`src/hdl/rcs_pkg.sv`:
```
package rcs_pkg;

  // Counter width for measured reference periods, in MCLK cycles
  localparam int RCS_CNT_W = 16;

  // Low time that flags a lost input, in measured periods
  localparam int RCS_LOSS_PERIODS = 2;

  // AXI4-Lite
  localparam int RCS_ADDR_W = 8;
  localparam int RCS_DATA_W = 32;
  localparam logic [1:0] RCS_RESP_OKAY = 2'h0;
  localparam logic [1:0] RCS_RESP_SLVERR = 2'h2;

  // Register byte addresses
  localparam logic [RCS_ADDR_W-1:0] RCS_REG_CTRL = 8'h00;
  localparam logic [RCS_ADDR_W-1:0] RCS_REG_STATUS = 8'h04;
  localparam logic [RCS_ADDR_W-1:0] RCS_REG_PERIOD_A = 8'h08;
  localparam logic [RCS_ADDR_W-1:0] RCS_REG_PERIOD_B = 8'h0c;

  // Control fields
  localparam int RCS_CTRL_AUTO_BIT = 0;
  localparam int RCS_CTRL_SWAP_BIT = 1;
  localparam logic RCS_CTRL_AUTO_RST = 1'b1;

  // Status fields
  localparam int RCS_ST_LOSS_A_BIT = 0;
  localparam int RCS_ST_LOSS_B_BIT = 1;
  localparam int RCS_ST_ACTIVE_BIT = 2;
  localparam int RCS_ST_GATED_BIT = 3;
  localparam int RCS_ST_STATE_LSB = 4;

  // Selection codes: low is input A, high is input B
  localparam logic RCS_SEL_A = 1'b0;
  localparam logic RCS_SEL_B = 1'b1;

  // Switchover sequence RUN -> WAIT -> GATED -> RUN, one bit per step except GATED -> RUN
  typedef enum logic [1:0] {
    RCS_ST_RUN = 2'h0,
    RCS_ST_WAIT = 2'h1,
    RCS_ST_GATED = 2'h3
  } rcs_state_t;

  // One-cycle falling edge of a sampled level
  function automatic logic rcs_fall(input logic prev, input logic cur);
    return prev & ~cur;
  endfunction

  // One-cycle rising edge of a sampled level
  function automatic logic rcs_rise(input logic prev, input logic cur);
    return ~prev & cur;
  endfunction

endpackage

```
`src/hdl/rcs_loss_sense.sv`:
```
`timescale 1ns/10ps
module rcs_loss_sense
  import rcs_pkg::*;
#(
  parameter int CNT_W = RCS_CNT_W
) (
  input wire logic mclk,
  input wire logic rst,
  input wire logic sample,
  output logic loss,
  output logic [CNT_W-1:0] period
);

  logic prev;
  logic armed;
  logic [CNT_W-1:0] per_cnt;
  logic [CNT_W:0] low_cnt;

  wire rise = rcs_rise(prev, sample);
  wire per_max = &per_cnt;
  wire low_max = &low_cnt;
  wire [CNT_W:0] low_limit = (CNT_W+1)'(period) * (CNT_W+1)'(RCS_LOSS_PERIODS);
  wire limit_hit = (period != '0) && !sample && (low_cnt >= low_limit);

  always_ff @(posedge mclk or posedge rst) begin
    if (rst) begin
      // High, so a level already high at release is not taken as a rise
      prev <= 1'b1;
      armed <= 1'b0;
      per_cnt <= '0;
      low_cnt <= '0;
      period <= '0;
      loss <= 1'b0;
    end else begin
      prev <= sample;
      per_cnt <= rise ? '0 : (per_max ? per_cnt : per_cnt + 1'b1);
      armed <= armed | rise;
      // Span up to the first rise is partial; that rise only arms
      if (rise && armed) begin
        period <= per_max ? per_cnt : per_cnt + 1'b1;
      end
      low_cnt <= sample ? '0 : (low_max ? low_cnt : low_cnt + 1'b1);
      if (rise) begin
        loss <= 1'b0;
      end else if (limit_hit) begin
        loss <= 1'b1;
      end
    end
  end
endmodule // rcs_loss_sense

```
`src/hdl/rcs_top.sv`:
```
// Behaviour
// Input A low for about two measured periods raises its loss flag.
// Loss of current input with auto enabled switches selection to the other.
// Switchover steps occur on falling edges of an input still running. A lost current input is gated at once, with no falling edge.
// Manual swap request is honoured even while automatic switchover is on.
// Manual sequence starts on swap request rising edge with both inputs running.
// Controller holds swap request high three periods of the slower input.
// Leaving an input, output is gated off on that input's next falling edge.
// After gating, selection moves to the new input on its next falling edge.
// Active indicator follows the multiplexer source as it changes.
// Active indicator low for input A, high for input B.
// Input B has same loss flag; flags drop once input toggles again.
//
// Local design decisions: the register addresses and the AXI4-Lite slave port.
`timescale 1ns/10ps
module rcs_top
  import rcs_pkg::*;
#(
  parameter int CNT_W = RCS_CNT_W
) (
  input wire logic MCLK,
  input wire logic RST,
  input wire logic REF_INPUT_A,
  input wire logic REF_INPUT_B,
  input wire logic SWAP_REQ,
  output logic REF_OUT,
  output logic ACTIVE,
  output logic LOSS_FLAG_A,
  output logic LOSS_FLAG_B,
  input wire logic [RCS_ADDR_W-1:0] S_AXI_AWADDR,
  input wire logic S_AXI_AWVALID,
  output logic S_AXI_AWREADY,
  input wire logic [RCS_DATA_W-1:0] S_AXI_WDATA,
  input wire logic [3:0] S_AXI_WSTRB,
  input wire logic S_AXI_WVALID,
  output logic S_AXI_WREADY,
  output logic [1:0] S_AXI_BRESP,
  output logic S_AXI_BVALID,
  input wire logic S_AXI_BREADY,
  input wire logic [RCS_ADDR_W-1:0] S_AXI_ARADDR,
  input wire logic S_AXI_ARVALID,
  output logic S_AXI_ARREADY,
  output logic [RCS_DATA_W-1:0] S_AXI_RDATA,
  output logic [1:0] S_AXI_RRESP,
  output logic S_AXI_RVALID,
  input wire logic S_AXI_RREADY
);

  // Loss sensing per input
  logic loss_a;
  logic loss_b;
  logic [CNT_W-1:0] period_a;
  logic [CNT_W-1:0] period_b;

  rcs_loss_sense #(.CNT_W(CNT_W)) u_sense_a (
    .mclk(MCLK),
    .rst(RST),
    .sample(REF_INPUT_A),
    .loss(loss_a),
    .period(period_a)
  );

  rcs_loss_sense #(.CNT_W(CNT_W)) u_sense_b (
    .mclk(MCLK),
    .rst(RST),
    .sample(REF_INPUT_B),
    .loss(loss_b),
    .period(period_b)
  );

  // Switchover state
  rcs_state_t state;
  rcs_state_t next_state;
  logic sel;
  logic gated;
  logic prev_a;
  logic prev_b;
  logic prev_swap;
  logic auto_en;
  logic sw_swap;

  wire fall_a = rcs_fall(prev_a, REF_INPUT_A);
  wire fall_b = rcs_fall(prev_b, REF_INPUT_B);
  wire swap_rise = rcs_rise(prev_swap, SWAP_REQ) | sw_swap;
  wire cur_fall = (sel == RCS_SEL_B) ? fall_b : fall_a;
  wire alt_fall = (sel == RCS_SEL_B) ? fall_a : fall_b;
  wire cur_loss = (sel == RCS_SEL_B) ? loss_b : loss_a;
  wire alt_loss = (sel == RCS_SEL_B) ? loss_a : loss_b;
  wire cur_level = (sel == RCS_SEL_B) ? REF_INPUT_B : REF_INPUT_A;
  wire auto_trig = auto_en && cur_loss && !alt_loss;
  wire manual_trig = swap_rise && !loss_a && !loss_b;
  wire start = (state == RCS_ST_RUN) && (auto_trig || manual_trig);
  // A dead current input has no falling edge left; gate at once then
  wire gate_now = (state == RCS_ST_WAIT) && (cur_fall || cur_loss);
  wire switch_now = (state == RCS_ST_GATED) && alt_fall;

  always_comb begin
    next_state = state;
    case (state)
      RCS_ST_RUN: begin
        if (start) begin
          next_state = RCS_ST_WAIT;
        end
      end
      RCS_ST_WAIT: begin
        if (gate_now) begin
          next_state = RCS_ST_GATED;
        end
      end
      RCS_ST_GATED: begin
        if (switch_now) begin
          next_state = RCS_ST_RUN;
        end
      end
      default: begin
        next_state = RCS_ST_RUN;
      end
    endcase
  end

  always_ff @(posedge MCLK or posedge RST) begin
    if (RST) begin
      state <= RCS_ST_RUN;
      sel <= RCS_SEL_A;
      gated <= 1'b0;
      prev_a <= 1'b0;
      prev_b <= 1'b0;
      prev_swap <= 1'b0;
    end else begin
      state <= next_state;
      prev_a <= REF_INPUT_A;
      prev_b <= REF_INPUT_B;
      prev_swap <= SWAP_REQ;
      if (gate_now) begin
        gated <= 1'b1;
      end else if (switch_now) begin
        gated <= 1'b0;
        sel <= ~sel;
      end
    end
  end

  // Outputs, all registered
  always_ff @(posedge MCLK or posedge RST) begin
    if (RST) begin
      REF_OUT <= 1'b0;
      ACTIVE <= RCS_SEL_A;
      LOSS_FLAG_A <= 1'b0;
      LOSS_FLAG_B <= 1'b0;
    end else begin
      REF_OUT <= !gated && !gate_now && !switch_now && cur_level;
      ACTIVE <= switch_now ? ~sel : sel;
      LOSS_FLAG_A <= loss_a;
      LOSS_FLAG_B <= loss_b;
    end
  end

  // AXI4-Lite write path
  logic [RCS_ADDR_W-1:0] aw_addr;
  logic [RCS_DATA_W-1:0] w_data;
  logic [3:0] w_strb;
  wire do_write = !S_AXI_AWREADY && !S_AXI_WREADY && !S_AXI_BVALID;
  wire wr_ctrl = do_write && (aw_addr == RCS_REG_CTRL) && w_strb[0];
  wire wr_known = (aw_addr == RCS_REG_CTRL) || (aw_addr == RCS_REG_STATUS) ||
                  (aw_addr == RCS_REG_PERIOD_A) || (aw_addr == RCS_REG_PERIOD_B);

  always_ff @(posedge MCLK or posedge RST) begin
    if (RST) begin
      S_AXI_AWREADY <= 1'b1;
      S_AXI_WREADY <= 1'b1;
      S_AXI_BVALID <= 1'b0;
      S_AXI_BRESP <= RCS_RESP_OKAY;
      aw_addr <= '0;
      w_data <= '0;
      w_strb <= '0;
    end else begin
      if (S_AXI_AWVALID && S_AXI_AWREADY) begin
        aw_addr <= S_AXI_AWADDR;
        S_AXI_AWREADY <= 1'b0;
      end
      if (S_AXI_WVALID && S_AXI_WREADY) begin
        w_data <= S_AXI_WDATA;
        w_strb <= S_AXI_WSTRB;
        S_AXI_WREADY <= 1'b0;
      end
      if (do_write) begin
        S_AXI_BVALID <= 1'b1;
        S_AXI_BRESP <= wr_known ? RCS_RESP_OKAY : RCS_RESP_SLVERR;
      end
      if (S_AXI_BVALID && S_AXI_BREADY) begin
        S_AXI_BVALID <= 1'b0;
        S_AXI_AWREADY <= 1'b1;
        S_AXI_WREADY <= 1'b1;
      end
    end
  end

  // Control register; the swap bit is a self-clearing request
  always_ff @(posedge MCLK or posedge RST) begin
    if (RST) begin
      auto_en <= RCS_CTRL_AUTO_RST;
      sw_swap <= 1'b0;
    end else begin
      sw_swap <= wr_ctrl && w_data[RCS_CTRL_SWAP_BIT];
      if (wr_ctrl) begin
        auto_en <= w_data[RCS_CTRL_AUTO_BIT];
      end
    end
  end

  // AXI4-Lite read path
  logic [RCS_DATA_W-1:0] rd_mux;
  logic rd_known;

  always_comb begin
    rd_mux = '0;
    rd_known = 1'b1;
    case (S_AXI_ARADDR)
      RCS_REG_CTRL: begin
        rd_mux[RCS_CTRL_AUTO_BIT] = auto_en;
      end
      RCS_REG_STATUS: begin
        rd_mux[RCS_ST_LOSS_A_BIT] = loss_a;
        rd_mux[RCS_ST_LOSS_B_BIT] = loss_b;
        rd_mux[RCS_ST_ACTIVE_BIT] = sel;
        rd_mux[RCS_ST_GATED_BIT] = gated;
        rd_mux[RCS_ST_STATE_LSB +: 2] = state;
      end
      RCS_REG_PERIOD_A: begin
        rd_mux[CNT_W-1:0] = period_a;
      end
      RCS_REG_PERIOD_B: begin
        rd_mux[CNT_W-1:0] = period_b;
      end
      default: begin
        rd_known = 1'b0;
      end
    endcase
  end

  always_ff @(posedge MCLK or posedge RST) begin
    if (RST) begin
      S_AXI_ARREADY <= 1'b1;
      S_AXI_RVALID <= 1'b0;
      S_AXI_RDATA <= '0;
      S_AXI_RRESP <= RCS_RESP_OKAY;
    end else begin
      if (S_AXI_ARVALID && S_AXI_ARREADY) begin
        S_AXI_ARREADY <= 1'b0;
        S_AXI_RVALID <= 1'b1;
        S_AXI_RDATA <= rd_mux;
        S_AXI_RRESP <= rd_known ? RCS_RESP_OKAY : RCS_RESP_SLVERR;
      end
      if (S_AXI_RVALID && S_AXI_RREADY) begin
        S_AXI_RVALID <= 1'b0;
        S_AXI_ARREADY <= 1'b1;
      end
    end
  end
endmodule // rcs_top

```
`config.mk`:
```
export PLATFORM = sky130hd
export DESIGN_NAME = rcs_top
export DESIGN_NICKNAME = d
export VERILOG_FILES = /design/src/hdl/rcs_pkg.sv /design/src/hdl/rcs_loss_sense.sv /design/src/hdl/rcs_top.sv
export SDC_FILE = /design/constraint.sdc
export NUM_CORES = 1
export LEC_CHECK = 0
export ABC_AREA = 1
export BUFFER_PORTS_ARGS = -buffer_cell sky130_fd_sc_hd__buf_4
export CAP_MARGIN = 5
export CORE_ASPECT_RATIO = 1.75
export CORE_MARGIN = 8
export CORE_UTILIZATION = 25
export DETAILED_ROUTE_END_ITERATION = 8
export GPL_TIMING_DRIVEN = 0
export PLACE_DENSITY_LB_ADDON = 0.2
export RECOVER_POWER = 100
export SETUP_SLACK_MARGIN = 0.1
export SYNTH_ARGS = -nofsm -noshare
export SYNTH_HDL_FRONTEND = slang
export SYNTH_SLANG_ARGS = --single-unit
```
`constraint.sdc`:
```
create_clock -name MCLK -period 12.5 [get_ports MCLK]
set_input_delay 1.875 -clock MCLK [delete_from_list [all_inputs] [get_ports MCLK]]
set_output_delay 1.875 -clock MCLK [all_outputs]
set_load 0.005 [all_outputs]
```
==> flow_metrics.py, run 1 <==
metrics = {
    "status": {
        "status": "finished, violations left",
        "failed_checks": "capacitance limit, slew limit",
    },
    "pwr": {
        "peakVddDrop_mv": 0.0945,
        "power.leakage_uw": 0.00486,
        "post-layout-total-power_uw": 1410,
        "power_density_mw_per_mm2": 142,
    },
    "synth": {
        "synth-async-reset-ratio": 1.00,
        "yosysUniqueCellTypes": 44,
        "post_synthesis_instance_total": 1083,
        "synth_enable_flop_cells": 0,
        "leading_register_cell_type_out_of_synthesis": "dfrtp_1",
        "yosys-top-cells-area": "dfrtp_1, nand2_1, inv_1, ha_1, nor2_1",
        "synthDominantAreaCellType": "dfrtp_1",
        "ys_seq_area_frac": 0.452,
        "syn_area_per_cell_um2": 7.74,
        "postSynthRegisterBits": 151,
        "netlist_area_mm2": 0.00839,
        "ys_warn_count": 0,
        "synth_top_area_frac": 0.433,
    },
    "floorplan": {
        "die-area_mm2": 0.0399,
        "ios": 107,
        "chipWidth_um": 154,
        "placement_rows": 89,
        "start_util": 0.251,
        "coreArea_mm2": 0.0334,
        "die_height_um": 258,
    },
    "clocking": {
        "numCtsBuffers": 17,
        "worst_skew_pair.late_latency_ps": 430,
        "cts_tree": "done",
        "root_buffer": "clkbuf_16",
        "post-cts-setup-buffer-count": 0,
        "clk_pin_slew_ps": 60,
        "holdBufCountCts": 0,
        "clk_path_buf_depth": 2,
        "cts_resized": 0,
        "clkSinkCount": 151,
        "htreeDepth": 4,
    },
    "timing": {
        "worst_pin_slew_ps": 3080,
        "rsz0062_at_grt": "false",
        "layout_worst_path_cycle_share": 0.307,
        "clock-skew-final_ps": 7.42,
        "hold_violations": 0,
        "hold_ws_ps": 453,
        "slew_headroom": -1.06,
        "fmaxAchievable_mhz": 260,
        "finalSetupTns_ps": 0,
        "timing.final.setup_violations": 0,
        "period_minus_slack_ps": 3840,
        "drv_slew": 65,
    },
    "global_routing": {
        "grt_pass1_wl_um": 39500,
        "grt_overflow": 0,
        "grt.total_usage": 0.129,
        "antenna_found_initial": 0,
        "grt_max_degree": 88,
        "number_of_global_route_vias_before_repair": 7218,
    },
    "detailed_routing": {
        "first_pass_drt_iterations": 7,
        "antenna_violating_nets_post_route": 0,
        "detail_route.vias_per_cell": 4.50,
        "route.detailed.wl_per_inst_um": 15.8,
        "drt_iter0_drc": 402,
        "detailroute.via_count": 7186,
        "detail_route.wirelength_um": 25200,
        "drt_drc_violations_left": 0,
    },
    "final_layout": {
        "regArea_mm2": 0.00379,
        "most_frequent_cells_in_the_layout": "nand2_1, dfrtp_1, inv_1",
        "utilization_after_layout": 0.297,
        "post_route_cells_drive_above_1_share": 0.109,
        "antenna_cells_inserted": 0,
        "layout.cell_area.non_filler_mm2": 0.00992,
        "most_common_cell_after_layout_fill_and_taps_aside": "nand2_1",
        "fill_cell_instance_count_of_the_final_layout": 3614,
        "nNetsFinal": 1275,
        "multiInputGateArea_mm2": 0.00386,
        "area_growth_syn_to_layout_pct": 18.3,
    },
    "worst_setup_path": {
        "cp-end-kind": "flop",
        "arrival_time_reported_for_the_critical_path_endpoint_ps": 4140,
        "cp-start-kind": "input pin",
        "timing.critical_path.required_ps": 12800,
        "timing.critical_path.fanout_max": 10,
        "timing_worst_setup_path_type": "input pin to flop",
    },
    "placed_design": {
        "dpl.hpwl_um": 19600,
        "finalWeightedCongestion": 0.840,
        "io_buffers": 55,
        "post_dp_cell_area_mm2": 0.00941,
    },
    "min_path": {
        "hold_path.class": "flop to flop",
    },
    "job": {
        "drv.max_cap_violation_count": 1,
    },
}
stage by stage:
stage,setup WS [ps],std cells
final,8660,1597
after global routing,8290,1597
after CTS,9220,1597
after detailed placement,8760,1565
after global placement,4280,1564
after floorplan,6570,1100
sequential cells by signal (all words and copies together), names as in the netlist, 2 cells and up:
register	flops
u_sense_a.low_cnt	17
u_sense_b.low_cnt	17
S_AXI_RDATA	16
u_sense_a.per_cnt	16
u_sense_a.period	16
u_sense_b.per_cnt	16
u_sense_b.period	16
aw_addr	8
state	2
w_data	2
worst max-delay path, cell delays in order:
cell,delay (ps)
clkbuf_1,390
inv_1,320
nor2_1,330
inv_1,200
nor2_1,280
inv_1,250
clkbuf_1,300
nand2_1,110
o21ai_0,80
power by group:
part	switching [µW]	internal (µW)	total, µW
combinational	147	102	249
clock	226	321	547
sequential	56.6	555	612
total	430	978	1410
synth_stat cells (2+ instances only):
master	count
buf_4	20
a21o_1	4
dfrtp_1	145
nor3_2	3
nor2_4	6
nor3_1	12
xnor2_1	7
nor2_1	125
or2_1	2
nand2_1	300
nand3_1	70
nand2_2	2
dfstp_2	6
o211ai_1	6
clkbuf_1	6
buf_2	7
o21ai_0	42
a21oi_1	37
o21ai_1	16
ha_1	38
o21a_1	2
inv_1	138
xor2_1	7
a31oi_1	2
nand4_1	27
mux2_2	9
o22ai_1	10
inv_2	6
and3_1	3
o21bai_1	3
nor2_2	9
final cells by class:
| class | count | share of cell area |
|---|---|---|
| repair buffers | 56 | 0.0410 |
| plain buffers | 34 | 0.0203 |
| flip-flops and latches | 151 | 0.382 |
| multi-input cells | 770 | 0.389 |
| well taps | 409 | 0.0516 |
| clock buffers | 18 | 0.0443 |
| clock inverters | 14 | 0.0173 |
| inverters | 145 | 0.0550 |
logic make-up after synthesis:
family / share of synthesized area
simple gates: 0.293
compound gates: 0.0810
mux: 0.0121
flops: 0.452
other cells: 0.000447
buf+inv: 0.0910
xor+xnor: 0.0146
fa+ha+maj: 0.0567
final timing paths:
path,from,end,slack [ps],cells after the start
setup / recovery,REF_INPUT_A,u_sense_a.period[3]$_DFFE_PP0P_,8660,9
hold / removal,u_sense_b.armed$_DFF_PP0_,u_sense_b.armed$_DFF_PP0_,450,2
setup reg to reg,u_sense_a.low_cnt[4]$_DFFE_PP0P_,u_sense_a.low_cnt[12]$_DFFE_PP0P_,9640,14
hold reg to reg,u_sense_b.armed$_DFF_PP0_,u_sense_b.armed$_DFF_PP0_,450,2
max in group asynchronous,RST,u_sense_b.low_cnt[12]$_DFFE_PP0P_,8780,2
min in group asynchronous,RST,S_AXI_RDATA[7]$_DFFE_PP0P_,2320,2
layer usage:
metal  GRT usage  share of wire  up-vias
li1            -              -     3626
met1       0.124           0.37     3367
met2       0.257           0.57      148
met3      0.0237          0.029       45
met4      0.0552          0.032        0
met5           0              0        -
Power figures use the tool's default switching activity.
==> inputs of run 2 (changes only) <==
clock period = 3.4 ns   (was 12.5 ns; I/O delays follow)
==> run 2 against run 1 <==
Sequential share of layout area is essentially flat. Core utilization is essentially flat. Highest routed layer unchanged. Register-to-register slack got worse by 9100 ps. The run now ends clean. Worst hold slack worse by 240 ps. First-iteration DRC count down 18%. Non-clock buffer count up 3. Setup slack got worse by 8100 ps. Critical path type is now flop to flop. Sequential power grew to 3.7 times the previous value. Via count is 0.11% lower. Cell count up 0.19%.
==> flow_metrics.py, run 2 (same netlist as run 1, synthesis figures left out) <==
metrics = {
    "floorplan": {
        "die_height_um": 258,
        "placement_rows": 89,
        "coreArea_mm2": 0.0334,
        "die-area_mm2": 0.0399,
        "chipWidth_um": 154,
        "start_util": 0.251,
        "ios": 107,
    },
    "timing": {
        "slew_headroom": 0.0255,
        "hold_violations": 0,
        "rsz0062_at_grt": "false",
        "finalSetupTns_ps": 0,
        "timing.final.setup_violations": 0,
        "period_minus_slack_ps": 2850,
        "clock-skew-final_ps": 10.4,
        "worst_pin_slew_ps": 1460,
        "fmaxAchievable_mhz": 351,
        "post-route-worst-setup-slack_ps": 547,
        "drv_slew": 0,
        "layout_worst_path_cycle_share": 0.839,
    },
    "final_layout": {
        "fill_cell_instance_count_of_the_final_layout": 3571,
        "multiInputGateArea_mm2": 0.00383,
        "most_common_cell_after_layout_fill_and_taps_aside": "nand2_1",
        "reg.largest.list": "u_sense_a.low_cnt: 17 flops, u_sense_b.low_cnt: 17 flops",
        "post_route_cells_drive_above_1_share": 0.102,
        "layoutNonFillerInstCount": 1600,
        "most_frequent_cells_in_the_layout": "nand2_1, dfrtp_1, inv_1",
        "layout.cell_area.non_filler_mm2": 0.00991,
        "nNetsFinal": 1278,
        "regArea_mm2": 0.00379,
        "area_growth_syn_to_layout_pct": 18.2,
        "antenna_cells_inserted": 0,
    },
    "clocking": {
        "worst_skew_pair.late_latency_ps": 440,
        "htreeDepth": 4,
        "cts_tree": "done",
        "clkSinkCount": 151,
        "post-cts-setup-buffer-count": 0,
        "clk_path_buf_depth": 2,
        "cts_resized": 0,
        "holdBufCountCts": 0,
        "clk_pin_slew_ps": 60,
        "root_buffer": "clkbuf_16",
        "numCtsBuffers": 17,
    },
    "global_routing": {
        "antenna_found_initial": 0,
        "grt.total_usage": 0.130,
        "grt_pass1_wl_um": 39900,
        "global_route.usage.met3": 0.0237,
        "number_of_global_route_vias_before_repair": 7135,
        "grt_util_met1": 0.125,
        "grt_max_degree": 38,
        "grt.busiest_layer": "met2",
        "met2_usage": 0.266,
        "grt_overflow": 0,
    },
    "worst_setup_path": {
        "cp-end-kind": "flop",
        "crit_path_cell_trace": "inv_1 > nor3_1 > inv_1 > nor2_1 > and3b_1 > ha_1 > inv_1 > nor2_1 > nor2_1 > nand2_1 > nor2_1 > nand2_1 > o21ai_0 > nor2_1",
        "cp_slowest_stage_delay_ps": 490,
        "timing.critical_path.required_ps": 3770,
        "critical-path-top-cell-by-count": "nor2_1",
        "critPathSlowestCell": "dfrtp_1",
        "timing_worst_setup_path_type": "flop to flop",
        "timing.critical_path.fanout_max": 8,
        "cp-start-kind": "flop",
        "arrival_time_reported_for_the_critical_path_endpoint_ps": 3220,
    },
    "pwr": {
        "peakVddDrop_mv": 0.334,
        "power_density_mw_per_mm2": 518,
        "power.leakage_uw": 0.00484,
        "post-layout-total-power_uw": 5140,
    },
    "placed_design": {
        "io_buffers": 55,
        "post-place-ws_ps": 755,
        "finalWeightedCongestion": 0.839,
        "numPlacedInstances": 1568,
        "dpl.hpwl_um": 20000,
        "post_dp_cell_area_mm2": 0.00946,
    },
    "detailed_routing": {
        "detail_route.wirelength_um": 25300,
        "drt_drc_violations_left": 0,
        "drt_iter0_drc": 328,
        "route.detailed.wl_per_inst_um": 15.8,
        "antenna_violating_nets_post_route": 0,
        "detail_route.vias_per_cell": 4.49,
        "first_pass_drt_iterations": 5,
        "detailroute.via_count": 7178,
    },
    "job": {
        "drv.max_cap_violation_count": 0,
    },
    "status": {
        "status": "finished clean",
    },
    "min_path": {
        "hold_path.class": "input pin to flop",
    },
}
==> run 2: cell count changes in the layout (fill, tap and decap cells not counted), sizes merged <==
cell	change
clkbuf	+5
buf	+3
clkinvlp	-2
inv	-3
==> run 2: metal layers <==
| metal | vias to the layer above | wire length, µm |
|---|---|---|
| met2 | 117 | 14700 |
| li1 | 3635 | - |
| met1 | 3399 | 9360 |
| met3 | 27 | 621 |
| met5 | - | 0 |
| met4 | 0 | 592 |
==> run 2: report_power, final <==
group          internal [µW]  switching, µW
combinational            377            550
clock                   1190            774
sequential              2040            206
total                   3610           1530
==> run 2: cell type report <==
cell class                 count  area share
multi-input combinational    770       0.386
timing repair buffer          59      0.0447
clock inverter                 9      0.0128
inverter                     145      0.0550
buffer                        34      0.0202
clock buffer                  23      0.0472
sequential                   151       0.382
tap                          409      0.0516
==> run 2: critical path, delay by kind of cell (launching register included) <==
family | cells | cell delay [ps]
AO/OA/AOI/OAI | 1 | 70
adder cells (fa/ha/maj) | 1 | 180
buffers and inverters | 3 | 360
flip-flops | 1 | 490
AND/OR/NAND/NOR | 9 | 1670
==> run 2: stage by stage <==
stage	utilization	hold slack, ps
after global routing	0.297	199
after CTS	0.301	136
final	0.297	213
after global placement	0.281	444
after detailed placement	0.283	459
after floorplan	-	429
==> run 2: worst paths after layout <==
| check | startpoint | end | slack, ps | depth (start not counted) |
|---|---|---|---|---|
| min | SWAP_REQ | prev_swap$_DFF_PP0_ | 210 | 1 |
| max in group asynchronous | RST | u_sense_b.per_cnt[7]$_DFF_PP0_ | 980 | 5 |
| min in group asynchronous | RST | u_sense_a.low_cnt[6]$_DFFE_PP0P_ | 280 | 2 |
| max reg2reg | u_sense_a.low_cnt[4]$_DFFE_PP0P_ | u_sense_a.low_cnt[12]$_DFFE_PP0P_ | 550 | 14 |
| max | u_sense_a.low_cnt[4]$_DFFE_PP0P_ | u_sense_a.low_cnt[12]$_DFFE_PP0P_ | 550 | 14 |
| min reg2reg | u_sense_a.armed$_DFF_PP0_ | u_sense_a.armed$_DFF_PP0_ | 450 | 2 |
==> inputs of run 3 (changes only) <==
ABC_AREA = 0   (was 1)
clock period = 2.65 ns   (was 3.4 ns; I/O delays follow)
==> run 3 against run 2 <==
Final area decreased by 5.0%. Maximum frequency rose by 13%. Power rose by 23%. Setup slack got worse by 430 ps. Area after synthesis decreased by 7.4%. Worst hold slack got worse by 120 ps. Wire length down 13%. Via count decreased by 17%. Highest routed layer is now met5.
==> flow_metrics.py, run 3 <==
metrics = {
    "status": {
        "status": "finished clean",
    },
    "synth": {
        "synth_enable_flop_cells": 0,
        "yosys-top-cells-area": "dfrtp_1, ha_1, nand2_1, nor2_1, o21ai_0",
        "synth_top_area_frac": 0.467,
        "postSynthRegisterBits": 151,
        "post_synthesis_instance_total": 802,
        "netlist_area_mm2": 0.00776,
        "synthDominantAreaCellType": "dfrtp_1",
        "leading_register_cell_type_out_of_synthesis": "dfrtp_1",
        "post-synth-top-count-cell": "dfrtp_1",
        "ys_warn_count": 0,
        "ys_seq_area_frac": 0.488,
        "yosysUniqueCellTypes": 62,
        "synth-async-reset-ratio": 1.00,
        "syn_area_per_cell_um2": 9.68,
        "netlist_top_cells_count": "dfrtp_1, nand2_1, nor2_1",
    },
    "pwr": {
        "power_density_mw_per_mm2": 674,
        "power.leakage_uw": 0.00413,
        "peakVddDrop_mv": 0.516,
        "post-layout-total-power_uw": 6340,
    },
    "worst_setup_path": {
        "timing.critical_path.required_ps": 3020,
        "rr_startpoint": "u_sense_b.low_cnt[9]$_DFFE_PP0P_",
        "arrival_time_reported_for_the_critical_path_endpoint_ps": 2900,
        "timing_worst_setup_path_type": "flop to flop",
        "r2r.worst_path.cells": 10,
        "cp-end-kind": "flop",
        "cp-start-kind": "flop",
        "timing.critical_path.fanout_max": 5,
        "regToRegSetupSlack_ps": 110,
        "timing.rr.end": "u_sense_b.low_cnt[10]$_DFFE_PP0P_",
    },
    "floorplan": {
        "ios": 107,
        "coreArea_mm2": 0.0307,
        "die-area_mm2": 0.0372,
        "placement_rows": 85,
        "start_util": 0.253,
        "die_height_um": 249,
        "chipWidth_um": 149,
    },
    "detailed_routing": {
        "drt_iter0_drc": 242,
        "first_pass_drt_iterations": 4,
        "drt_drc_violations_left": 0,
        "antenna_violating_nets_post_route": 0,
        "detailroute.via_count": 5964,
        "detail_route.vias_per_cell": 4.55,
        "route.detailed.wl_per_inst_um": 16.7,
        "detail_route.wirelength_um": 21900,
    },
    "timing": {
        "timing.final.setup_violations": 0,
        "slew_headroom": 0.347,
        "worst_pin_slew_ps": 979,
        "fmaxAchievable_mhz": 394,
        "finalSetupTns_ps": 0,
        "period_minus_slack_ps": 2540,
        "drv_slew": 0,
        "hold_violations": 0,
        "layout_worst_path_cycle_share": 0.957,
        "clock-skew-final_ps": 12.2,
        "rsz0062_at_grt": "true",
    },
    "final_layout": {
        "layout.cell_area.non_filler_mm2": 0.00941,
        "most_frequent_cells_in_the_layout": "dfrtp_1, nand2_1, nor2_1",
        "regArea_mm2": 0.00379,
        "utilization_after_layout": 0.306,
        "nNetsFinal": 1007,
        "fill_cell_instance_count_of_the_final_layout": 3207,
        "post_route_cells_drive_above_1_share": 0.170,
        "layoutNonFillerInstCount": 1311,
        "reg.largest.list": "u_sense_a.low_cnt: 17 flops, u_sense_b.low_cnt: 17 flops",
        "most_common_cell_after_layout_fill_and_taps_aside": "dfrtp_1",
        "antenna_cells_inserted": 0,
        "area_growth_syn_to_layout_pct": 21.2,
        "multiInputGateArea_mm2": 0.00361,
    },
    "global_routing": {
        "grt.total_usage": 0.124,
        "grt_max_degree": 40,
        "number_of_global_route_vias_before_repair": 6324,
        "grt_overflow": 0,
        "antenna_found_initial": 1,
        "grt_pass1_wl_um": 35200,
    },
    "placed_design": {
        "io_buffers": 53,
        "numPlacedInstances": 1267,
        "post_dp_cell_area_mm2": 0.00880,
        "dpl.hpwl_um": 17000,
        "finalWeightedCongestion": 0.784,
    },
    "min_path": {
        "hold_path.class": "input pin to flop",
        "worst_hold_path.num_cells": 1,
        "timing.hold.worst.start": "SWAP_REQ",
        "hold-path-endpoint": "prev_swap$_DFF_PP0_",
    },
    "job": {
        "drv.max_cap_violation_count": 0,
    },
    "clocking": {
        "clkSinkCount": 151,
        "clk_path_buf_depth": 2,
        "htreeDepth": 4,
        "numCtsBuffers": 17,
        "clk_pin_slew_ps": 60,
        "cts_tree": "done",
        "worst_skew_pair.late_latency_ps": 450,
        "root_buffer": "clkbuf_16",
    },
}
[run 3: cell types whose count changed after synthesis, sizes merged, moves of 19 or more]
cell	change
inv	-96
nand3	-43
xor2	+21
nor2	-56
a21oi	-19
nand2	-206
clkbuf	+19
[run 3: worst max path at each step]
| stage | start | endpoint | slack [ps] | depth (start not counted) |
|---|---|---|---|---|
| 2_1_floorplan | u_sense_b.low_cnt[7]$_DFFE_PP0P_ | u_sense_b.low_cnt[12]$_DFFE_PP0P_ | 190 | 10 |
| 3_3_place_gp | RST | aw_addr[1]$_DFFE_PP0P_ | -870 | 2 |
| 3_5_place_dp | u_sense_b.low_cnt[7]$_DFFE_PP0P_ | u_sense_b.low_cnt[13]$_DFFE_PP0P_ | -320 | 11 |
| 4_1_cts | u_sense_b.low_cnt[7]$_DFFE_PP0P_ | u_sense_b.low_cnt[10]$_DFFE_PP0P_ | 110 | 10 |
| 5_1_grt | u_sense_a.low_cnt[4]$_DFFE_PP0P_ | u_sense_a.low_cnt[6]$_DFFE_PP0P_ | 30 | 11 |
| 6_report | u_sense_b.low_cnt[9]$_DFFE_PP0P_ | u_sense_b.low_cnt[10]$_DFFE_PP0P_ | 110 | 10 |
[run 3: final cells by class]
type,count,area share
Buffer,48,0.0298
Clock buffer,22,0.0493
Tap cell,391,0.0520
Multi-Input combinational cell,572,0.384
Inverter,48,0.0193
Clock inverter,10,0.0129
Sequential cell,151,0.403
Timing Repair Buffer,69,0.0497
[run 3: worst max-delay path: stages (launching register included)]
cell and delay (ps):
dfrtp_2 410, and4_4 190, and4_4 200, nand2_4 70, nor4_1 60, ha_2 190, buf_6 110, nor2b_4 120
or4b_4 580, or3_4 410, a21oi_2 130
[run 3: per-layer routing]
metal,track usage,vias to the layer above,share of wire
met1,0.120,2897,0.37
met4,0.0614,2,0.032
li1,-,2948,-
met5,0,-,0.00059
met2,0.240,82,0.58
met3,0.0238,35,0.023
[run 3: what timing repair did]
item                                    4_1_cts  5_1_grt
resized for setup                            15       13
buffers inserted                              5        6
endpoints found under the hold margin         3        0
cloned                                        0        0
endpoints found under the setup margin       22       13
hold buffers                                  1        0
pin swaps                                     5        7
[run 3: logic make-up (layout without fill, tap and decap cells)]
group / after synthesis / count (layout) / share of synthesized area
buffers and inverters: 96 / 197 / 0.0591
multiplexers: 30 / 30 / 0.0414
flip-flops: 151 / 151 / 0.488
adder cells (fa/ha/maj): 38 / 38 / 0.0612
AND/OR/NAND/NOR: 305 / 305 / 0.194
other: 1 / 18 / 0.000483
AO/OA/AOI/OAI: 135 / 135 / 0.104
XOR/XNOR: 46 / 46 / 0.0519
[run 3: power breakdown]
group,switching [µW],total (µW),internal [µW]
clock,1000,2440,1440
sequential,309,2930,2620
combinational,507,974,467
total,1820,6340,4520
[run 3: metrics by stage]
stage,setup WS [ps],hold WS (ps)
floorplan,187,402
global placement,-870,450
detailed placement,-315,344
CTS,107,49.9
global route,29.7,72.5
finish,115,95.0
